`config.mk`:
```
export PLATFORM = sky130hd
export DESIGN_NAME = rrdc_bank
export DESIGN_NICKNAME = d
export VERILOG_FILES = /design/src/logic/rrdc_pkg.sv /design/src/logic/rrdc_sync.sv /design/src/logic/rrdc_bank.sv
export VERILOG_INCLUDE_DIRS = /design/src /design/src/logic
export SDC_FILE = /design/constraint.sdc
export NUM_CORES = 1
export LEC_CHECK = 0
export BUFFER_PORTS_ARGS = -buffer_cell sky130_fd_sc_hd__buf_2
export CAP_MARGIN = 15
export CORE_ASPECT_RATIO = 1.25
export CORE_UTILIZATION = 54
export DETAILED_ROUTE_END_ITERATION = 16
export PLACE_DENSITY = 0.88
export REMOVE_ABC_BUFFERS = 1
export SYNTH_ARGS = -nofsm -noshare
export SYNTH_HDL_FRONTEND = slang
export SYNTH_SLANG_ARGS = --single-unit
```
`constraint.sdc`:
```
create_clock -name mclk_in -period 1.8 [get_ports mclk_in]
set_input_delay 0.09 -clock mclk_in [delete_from_list [all_inputs] [get_ports mclk_in]]
set_output_delay 0.09 -clock mclk_in [all_outputs]
set_load 0.01 [all_outputs]
```
`src/logic/rrdc_regs.svh`:
```
// Offsets, field positions and reset values of the receiver and driver bank
`ifndef RRDC_REGS_SVH
`define RRDC_REGS_SVH

// ****************************************
// Register offsets
// ****************************************
`define RRDC_OFF_N_OFF      8'h23
`define RRDC_OFF_RX_CFG     8'h26
`define RRDC_OFF_N_ON       8'h27
`define RRDC_OFF_P_UNMOD    8'h28

// ****************************************
// Reset values
// ****************************************
`define RRDC_RST_N_OFF      8'h88
`define RRDC_RST_RX_CFG     8'h48
`define RRDC_RST_N_ON       8'h88
`define RRDC_RST_P_UNMOD    6'h20

// ****************************************
// Field positions
// ****************************************
`define RRDC_AMP_BIT        7
`define RRDC_GAIN_HI        6
`define RRDC_GAIN_LO        4
`define RRDC_SENS_HI        3
`define RRDC_SENS_LO        0
`define RRDC_UNMOD_HI       7
`define RRDC_UNMOD_LO       4
`define RRDC_MOD_HI         3
`define RRDC_MOD_LO         0
`define RRDC_P_HI           5
`define RRDC_P_LO           0
`define RRDC_N_MSB          3
`define RRDC_P_MSB          5

// ****************************************
// Receiver gain steps in dB
// ****************************************
`define RRDC_DB_18          6'h12
`define RRDC_DB_23          6'h17
`define RRDC_DB_33          6'h21
`define RRDC_DB_38          6'h26
`define RRDC_DB_43          6'h2b
`define RRDC_DB_48          6'h30

`endif

```
`src/logic/rrdc_pkg.sv`:
```
// Types shared by the receiver and driver configuration bank
package rrdc_pkg;

    // ****************************************
    // Register selection
    // ****************************************
    typedef enum logic [2:0] {
        RRDC_SEL_NONE    = 3'b000,
        RRDC_SEL_N_OFF   = 3'b001,
        RRDC_SEL_RX_CFG  = 3'b010,
        RRDC_SEL_N_ON    = 3'b011,
        RRDC_SEL_P_UNMOD = 3'b100
    } rrdc_sel_t;

    // ****************************************
    // Complete state of the bank
    // ****************************************
    typedef struct packed {
        logic [7:0] rx_cfg;
        logic [7:0] n_on;
        logic [7:0] n_off;
        logic [5:0] p_unmod;
        logic [7:0] rd_data;
        logic       amp_en;
        logic [5:0] gain_db;
        logic [2:0] gain_code;
        logic [3:0] sens;
        logic       drv_active;
        logic [3:0] n_unmod;
        logic [3:0] n_mod;
        logic [5:0] p_cond;
    } rrdc_state_t;

endpackage

```
`src/logic/rrdc_sync.sv`:
```
// Two-stage synchroniser for asynchronous control levels
module rrdc_sync #(
    parameter int WIDTH = 3
) (
    // Clock and reset
    input  wire logic             mclk_in,
    input  wire logic             rst_n_in,
    // Levels
    input  wire logic [WIDTH-1:0] async_in,
    output logic      [WIDTH-1:0] sync_out
);

    logic [WIDTH-1:0] meta_q;
    logic [WIDTH-1:0] sync_q;

    // ****************************************
    // Two flip-flop chain
    // ****************************************
    always_ff @(posedge mclk_in or negedge rst_n_in) begin
        if (!rst_n_in) begin
            meta_q <= '0;
            sync_q <= '0;
        end else begin
            meta_q <= async_in;
            sync_q <= meta_q;
        end
    end

    assign sync_out = sync_q;

endmodule

```
`src/logic/rrdc_bank.sv`:
```
// Receiver gain, level detector and antenna driver conductance registers
//
// Overview of operation
// - Receiver register at 26h resets to 48h: amp enable bit 7, gain 6..4, sensitivity 3..0.
// - A 1 in the amp enable bit switches the level detector amplifier on, a 0 keeps it off.
// - Gain codes 000/010 give 18 dB, 001/011 23 dB, 100 33, 101 38, 110 43 and 111 48 dB.
// - The four sensitivity bits go to the level detector unchanged.
// - N-driver on-state register at 27h resets to 88h: unmodulated 7..4, modulated 3..0.
// - With either driver on the unmodulated N code comes from 27h, else from 23h.
// - With either driver on the modulated N code comes from 27h, else from 23h.
// - In soft power-down the top bit of each applied conductance code is forced to 1.
// - Every conductance code is plain binary, each bit twice the weight of the one below.
// - P-driver register at 28h resets to 20h and holds a six-bit code in bits 5..0.
// - Bits 7..6 of 28h read as 0 and ignore writes.
// - N-driver off-state register at 23h resets to 88h: unmodulated 7..4, modulated 3..0.
`include "rrdc_regs.svh"

module rrdc_bank
    import rrdc_pkg::*;
(
    // Clock and reset
    input  wire logic       mclk_in,
    input  wire logic       rst_n_in,
    // Register port
    input  wire logic [7:0] addr_in,
    input  wire logic [7:0] wr_data_in,
    input  wire logic       wr_en_in,
    input  wire logic       rd_en_in,
    output logic      [7:0] rd_data_out,
    // Driver and power state
    input  wire logic       antenna_driver_one_on_in,
    input  wire logic       antenna_driver_two_on_in,
    input  wire logic       soft_power_down_in,
    // Receiver controls
    output logic            detector_amp_enable_out,
    output logic      [2:0] receiver_gain_code_out,
    output logic      [5:0] receiver_gain_db_out,
    output logic      [3:0] detector_sensitivity_out,
    // Driver conductance
    output logic            driver_active_out,
    output logic      [3:0] n_unmod_cond_out,
    output logic      [3:0] n_mod_cond_out,
    output logic      [5:0] p_unmod_cond_out
);

    // ****************************************
    // Declarations
    // ****************************************
    rrdc_state_t state_q;
    rrdc_state_t state_d;
    logic  [2:0] ctrl_sync;
    logic        drv_one_on;
    logic        drv_two_on;
    logic        pdown;
    rrdc_sel_t   wr_sel;
    rrdc_sel_t   rd_sel;

    // ****************************************
    // Address decode
    // ****************************************
    function automatic rrdc_sel_t decode_addr(
        input logic [7:0] addr
    );
        rrdc_sel_t sel;
        sel = RRDC_SEL_NONE;
        if (addr == `RRDC_OFF_N_OFF) begin
            sel = RRDC_SEL_N_OFF;
        end else if (addr == `RRDC_OFF_RX_CFG) begin
            sel = RRDC_SEL_RX_CFG;
        end else if (addr == `RRDC_OFF_N_ON) begin
            sel = RRDC_SEL_N_ON;
        end else if (addr == `RRDC_OFF_P_UNMOD) begin
            sel = RRDC_SEL_P_UNMOD;
        end
        return sel;
    endfunction

    // ****************************************
    // Gain decode
    // ****************************************
    function automatic logic [5:0] gain_to_db(
        input logic [2:0] code
    );
        logic [5:0] db;
        db = `RRDC_DB_18;
        unique case (code)
            3'h0: begin
                db = `RRDC_DB_18;
            end
            3'h1: begin
                db = `RRDC_DB_23;
            end
            3'h2: begin
                db = `RRDC_DB_18;
            end
            3'h3: begin
                db = `RRDC_DB_23;
            end
            3'h4: begin
                db = `RRDC_DB_33;
            end
            3'h5: begin
                db = `RRDC_DB_38;
            end
            3'h6: begin
                db = `RRDC_DB_43;
            end
            3'h7: begin
                db = `RRDC_DB_48;
            end
        endcase
        return db;
    endfunction

    // ****************************************
    // Power-down forcing of the top code bit
    // ****************************************
    function automatic logic [3:0] force_n_msb(
        input logic [3:0] code,
        input logic       force_hi
    );
        logic [3:0] res;
        res = code;
        if (force_hi) begin
            res[`RRDC_N_MSB] = 1'b1;
        end
        return res;
    endfunction

    function automatic logic [5:0] force_p_msb(
        input logic [5:0] code,
        input logic       force_hi
    );
        logic [5:0] res;
        res = code;
        if (force_hi) begin
            res[`RRDC_P_MSB] = 1'b1;
        end
        return res;
    endfunction

    // ****************************************
    // Control level synchronisers
    // ****************************************
    rrdc_sync #(
        .WIDTH (3)
    ) u_sync (
        .mclk_in  (mclk_in),
        .rst_n_in (rst_n_in),
        .async_in ({soft_power_down_in,
                    antenna_driver_two_on_in,
                    antenna_driver_one_on_in}),
        .sync_out (ctrl_sync)
    );

    assign drv_one_on = ctrl_sync[0];
    assign drv_two_on = ctrl_sync[1];
    assign pdown      = ctrl_sync[2];

    // ****************************************
    // Strobe decode
    // ****************************************
    assign wr_sel = wr_en_in ? decode_addr(addr_in) : RRDC_SEL_NONE;
    assign rd_sel = rd_en_in ? decode_addr(addr_in) : RRDC_SEL_NONE;

    // ****************************************
    // Next state
    // ****************************************
    always_comb begin
        state_d = state_q;

        // Register writes
        unique case (wr_sel)
            RRDC_SEL_NONE: begin
                state_d.rx_cfg = state_q.rx_cfg;
            end
            RRDC_SEL_N_OFF: begin
                state_d.n_off = wr_data_in;
            end
            RRDC_SEL_RX_CFG: begin
                state_d.rx_cfg = wr_data_in;
            end
            RRDC_SEL_N_ON: begin
                state_d.n_on = wr_data_in;
            end
            RRDC_SEL_P_UNMOD: begin
                state_d.p_unmod = wr_data_in[`RRDC_P_HI:`RRDC_P_LO];
            end
            default: begin
                state_d.rx_cfg = state_q.rx_cfg;
            end
        endcase

        // Read data, valid only in the cycle after the strobe
        unique case (rd_sel)
            RRDC_SEL_NONE: begin
                state_d.rd_data = 8'h00;
            end
            RRDC_SEL_N_OFF: begin
                state_d.rd_data = state_q.n_off;
            end
            RRDC_SEL_RX_CFG: begin
                state_d.rd_data = state_q.rx_cfg;
            end
            RRDC_SEL_N_ON: begin
                state_d.rd_data = state_q.n_on;
            end
            RRDC_SEL_P_UNMOD: begin
                state_d.rd_data = {2'b00, state_q.p_unmod};
            end
            default: begin
                state_d.rd_data = 8'h00;
            end
        endcase

        // Receiver controls
        state_d.amp_en    = state_q.rx_cfg[`RRDC_AMP_BIT];
        state_d.gain_code = state_q.rx_cfg[`RRDC_GAIN_HI:`RRDC_GAIN_LO];
        state_d.gain_db   = gain_to_db(
            state_q.rx_cfg[`RRDC_GAIN_HI:`RRDC_GAIN_LO]);
        state_d.sens      = state_q.rx_cfg[`RRDC_SENS_HI:`RRDC_SENS_LO];

        // Driver conductance selection
        state_d.drv_active = drv_one_on | drv_two_on;
        if (drv_one_on | drv_two_on) begin
            state_d.n_unmod = force_n_msb(
                state_q.n_on[`RRDC_UNMOD_HI:`RRDC_UNMOD_LO], pdown);
            state_d.n_mod   = force_n_msb(
                state_q.n_on[`RRDC_MOD_HI:`RRDC_MOD_LO], pdown);
        end else begin
            state_d.n_unmod = force_n_msb(
                state_q.n_off[`RRDC_UNMOD_HI:`RRDC_UNMOD_LO], pdown);
            state_d.n_mod   = force_n_msb(
                state_q.n_off[`RRDC_MOD_HI:`RRDC_MOD_LO], pdown);
        end
        state_d.p_cond = force_p_msb(state_q.p_unmod, pdown);
    end

    // ****************************************
    // State register
    // ****************************************
    always_ff @(posedge mclk_in or negedge rst_n_in) begin
        if (!rst_n_in) begin
            state_q.rx_cfg     <= `RRDC_RST_RX_CFG;
            state_q.n_on       <= `RRDC_RST_N_ON;
            state_q.n_off      <= `RRDC_RST_N_OFF;
            state_q.p_unmod    <= `RRDC_RST_P_UNMOD;
            state_q.rd_data    <= 8'h00;
            state_q.amp_en     <= 1'b0;
            state_q.gain_db    <= `RRDC_DB_18;
            state_q.gain_code  <= 3'h0;
            state_q.sens       <= 4'h0;
            state_q.drv_active <= 1'b0;
            state_q.n_unmod    <= 4'h0;
            state_q.n_mod      <= 4'h0;
            state_q.p_cond     <= 6'h00;
        end else begin
            state_q <= state_d;
        end
    end

    // ****************************************
    // Outputs
    // ****************************************
    assign rd_data_out              = state_q.rd_data;
    assign detector_amp_enable_out  = state_q.amp_en;
    assign receiver_gain_code_out   = state_q.gain_code;
    assign receiver_gain_db_out     = state_q.gain_db;
    assign detector_sensitivity_out = state_q.sens;
    assign driver_active_out        = state_q.drv_active;
    assign n_unmod_cond_out         = state_q.n_unmod;
    assign n_mod_cond_out           = state_q.n_mod;
    assign p_unmod_cond_out         = state_q.p_cond;

endmodule

```
==> summary by stage <==
Placement
The final weighted congestion in routability-driven placement is 0.842. Summing all placed instances gives a cell area of 3140 sq um. Input and output buffers added on the ports amount to 59. Detailed placement ended at an HPWL of 3480 um.

Pwr
The cell leakage power is 0.00178 uW. The combinational fraction of design power is 0.070. The portion of total power attributed to the clock network is 0.407. The sequential group share of total power is 0.522. Of the total power, the share spent switching nets is 0.218. The maximum resistive drop on vdd is 0.715 mV. The internal power summed over all cells is 2590 uW. The power density relative to cell area is 973 nW/um^2. The analysis attributes to net switching a power of 723 uW.

Worst setup path
The most critical setup path has its endpoint at state_q[53]. The endpoint identified for the worst register-to-register timing path is rd_data_out[2]. The peak per-stage delay on the critical path is 0.55 ns. At the worst endpoint, the required time is 2.03 ns. Among all stages on the critical path, the largest delay is contributed by or4b_4. The worst setup path is launched from a primary input. The number of buffer and inverter stages on the critical path is 2.

The number of stages on the worst setup path is 6. Traced cell by cell, the critical path runs through buf_2 > or4b_4 > nor3b_4 > and4_1 > buf_4 > mux2_2. The critical path arrival is 1.74 ns.

By startpoint and endpoint, the worst setup path is classified as primary input to flip-flop. The number of cells on the worst reg-to-reg path is 4. The worst setup path startpoint is addr_in[7].

The register-to-register setup slack is 0.62 ns. The worst register-to-register path begins at state_q[53]. The maximum fanout encountered on the critical timing path is 5. STA classifies the critical path endpoint as a flip-flop. The critical path's top delay family is simple AND/OR/NAND/NOR gates.

Yosys
In the synthesized netlist, the cells that appear most often are 63 x dfrtp_1, 44 x mux2_2, 37 x buf_4. The fraction of synthesized cell area taken by the top area cell type is 0.531. The mean cell area of the mapped netlist is 14.3 sq um.

The main flop type after synthesis is dfrtp_1. Of the total synthesized cell area, the portion taken by AND, OR, NAND and NOR gates is 0.0644. After synthesis, the largest family of logic cells by area is multiplexers.

The number of enable-type register cells in the synthesized netlist is 0. Synthesis handed over a netlist of 208 instances. The adder-cell share of the synthesized area is 0.0126. Measured against the total synthesized area, the mux share comes to 0.167. The proportion of synthesized flip-flops having asynchronous set or reset is 1.00. The sequential share of the synthesized area is 0.610.

The synthesized netlist occupies a cell area of 2970 sq um. The synthesized-area fraction occupied by ao, oa, aoi and oai cells is 0.0392. Ranked by total cell area, the synthesized netlist is headed by dfrtp_1 53%, mux2_2 17%, buf_4 9.4%, dfstp_2 8.0%, a22oi_1 2.0%. The leading area contributor after synthesis is dfrtp_1. Of the total synthesized cell area, the portion taken by XOR and XNOR cells is 0.00295.

The number of synthesized register bits is 72. Yosys mapped the design onto 26 distinct sky130hd cell types. The most instantiated library cell after synthesis is dfrtp_1.

Yosys printed 0 warnings.

Layout
After the last flow step, the layout net total stands at 278. In the final layout, the share of cells above drive strength 1 is 0.560. The area of all placed cells without fillers is 3410 sq um. Relative to the synthesized area, the layout overhead comes to 14.8%. At the end of the flow the core is filled with cells to 0.657.

Fill cells in the final layout number 367. The number of antenna repair diodes is 0.

Clocking
In this run the deepest clock path goes through 2 buffers. The clock buffer count from CTS is 9. CTS saw 72 sinks. The cell sitting at the root of the clock tree is a clkbuf_8. The clock tree from TritonCTS is built. The clock transition at the registers of the reported paths is 0.07 ns.

The insertion delay of the later-clocked pin in the worst-skew pair is 0.35 ns. The count of H-tree levels built during CTS is 3.

STA
The smallest clock period supported by the final layout is computed as 1.52 ns. The count of endpoints failing hold in the final timing report is 0. For the pin with the worst max-slew slack, the measured transition is 0.360 ns. The number of max-slew violations in the final report was 0. The max-slew headroom at the worst pin is 0.760. The worst hold slack across all endpoints is 0.0222 ns.

The ratio of final minimum period to clock period is 0.842. Setup violations remaining at the end of the flow were counted as 0. Setup repair after global routing left no endpoint under its margin. The fmax is 660 MHz.

Across the routed clock network, the largest skew measured is 0.00812 ns.

Routing
The routed wire length is 5470 um. The number of detailed-routing iterations run before antenna repair is 4. For this run, design rule violations remaining after detail routing come to 0.

The count of routing violations after the opening detailed-route iteration is 78. The number of nets still failing antenna checks after routing is 0. Across all layers, the routed design uses 1701 vias. In the routed layout, each cell is associated on average with a via count of 5.33. The mean routed wirelength per cell is 17.1 um.

Floorplan
In this run the vertical extent of the chip is 84.9 um. The standard-cell row count is 29. The effective utilization at floorplan is 0.572.

The horizontal extent of the die is 68.3 um. During I/O placement, the number of pins put on the boundary was 60. The core region is 5190 sq um. The floorplan step defined a die boundary enclosing 5800 sq um.

Job
The number of maximum-capacitance constraint violations is 0.

Global routing
The global-route wire length before repair is 8970 um. The initial antenna violation count is 0. The overall track demand over capacity in global routing is 0.220. In the global route stage, met1 resource usage came out at 0.271. In the global route stage, met2 resource usage came out at 0.348. The global-route congestion overflow total is 0. The global routing's busiest layer is met2. Entering global routing, the biggest net connects 73 pins. The via count of the first global-routing pass is 1756.

The global routing usage on met3 is 0.0753.

Outcome
The flow ran to the end, and the final reports show no timing, DRC or antenna violations.

Min path
The min-delay analysis places its worst path in the category primary input to flip-flop. The launch instance of the worst min-delay path is wr_data_in[1]. The number of cells traversed by the worst hold path is 2.
==> state kept, by name, indices dropped and copies added (netlist names), 4 cells and up <==
register                  count
state_d                      13
n_unmod_cond_out              4
n_mod_cond_out                4
rd_data_out                   8
state_q                      17
detector_sensitivity_out      4
p_unmod_cond_out              6
receiver_gain_db_out          6
==> metrics by stage <==
stage                     setup WS (ns)  power (uW)  cells  TNS (ns)
after floorplan                  0.0340        1850    166         0
after global placement          -0.0299        1980    298    -0.193
after detailed placement        -0.0889        1990    298    -0.612
after CTS                         0.298        3350    319         0
after global routing              0.258        3450    319         0
final                             0.285        3320    319         0
==> worst register-to-register path: stages, from the launching register on <==
cell and delay [ns]:
dfrtp_1 0.40, mux2_2 0.27, a22o_1 0.19, a22oi_1 0.14
nor2b_1 0.08
==> power by group through the flow <==
| stage | Sequential [uW] | Clock [uW] | Combinational, uW |
|---|---|---|---|
| CTS | 1730 | 1380 | 237 |
| finish | 1730 | 1350 | 233 |
| floorplan | 1770 | 0 | 76.3 |
| global placement | 1760 | 0 | 219 |
| detailed placement | 1760 | 0 | 226 |
| global route | 1740 | 1450 | 259 |
==> timing repair <==
action / CTS / global route
resized for setup: 0 / 0
hold buffers: 5 / 0
setup buffers: 0 / 0
endpoints found under the hold margin: 67 / 0
==> layer usage <==
layer,wire length [um],up-vias
li1,-,766
met4,101,0
met3,294,10
met1,2200,864
met5,0,-
met2,2870,61
==> area by class of cell <==
cell class / instances / area (sq um) / share of cell area
clock inverters: 2 / 35.0 / 0.0103
repair buffers: 75 / 440 / 0.129
flip-flops and latches: 72 / 1810 / 0.532
inverters: 3 / 11.3 / 0.00330
clock buffers: 14 / 183 / 0.0536
multi-input cells: 91 / 850 / 0.249
well taps: 62 / 77.6 / 0.0228
==> how the worst min path moves through the flow <==
| stage | endpoint | slack [ns] |
|---|---|---|
| 3_3_place_gp | n_mod_cond_out[3] | 0.13 |
| 4_1_cts | state_q[49] | 0.004 |
| 3_5_place_dp | n_mod_cond_out[3] | 0.14 |
| 2_1_floorplan | detector_amp_enable_out | -0.21 |
| 6_report | state_q[44] | 0.02 |
| 5_1_grt | state_d[21] | 0.00001 |
==> logic make-up (layout without fill, tap and decap cells) <==
kind of cell | after synthesis | after routing
flops | 72 | 72
xor+xnor | 1 | 1
mux | 44 | 44
simple gates | 26 | 26
fa+ha+maj | 3 | 3
buf+inv | 45 | 94
compound gates | 17 | 17
==> layout by cell type (no fill, tap or decap), drive strengths merged <==
cell type,Yosys,layout
bufinv,0,1
or4b,1,1
and4,1,1
mux2,44,44
dfstp,9,9
clkbuf,5,14
dfrtp,63,63
a22o,1,1
and2,1,1
inv,3,3
or2,1,1
a211o,2,2
nor4,1,1
dlygate4sd3,0,5
nand2b,2,2
nand2,4,4
and4b,1,1
buf,37,70
a22oi,8,8
ha,3,3
o21ai,6,6
nor2b,4,4
xor2,1,1
nand3,6,6
clkinv,0,1
nor3b,1,1
nor2,3,3
Note: power is estimated with default switching activity, not from simulation.
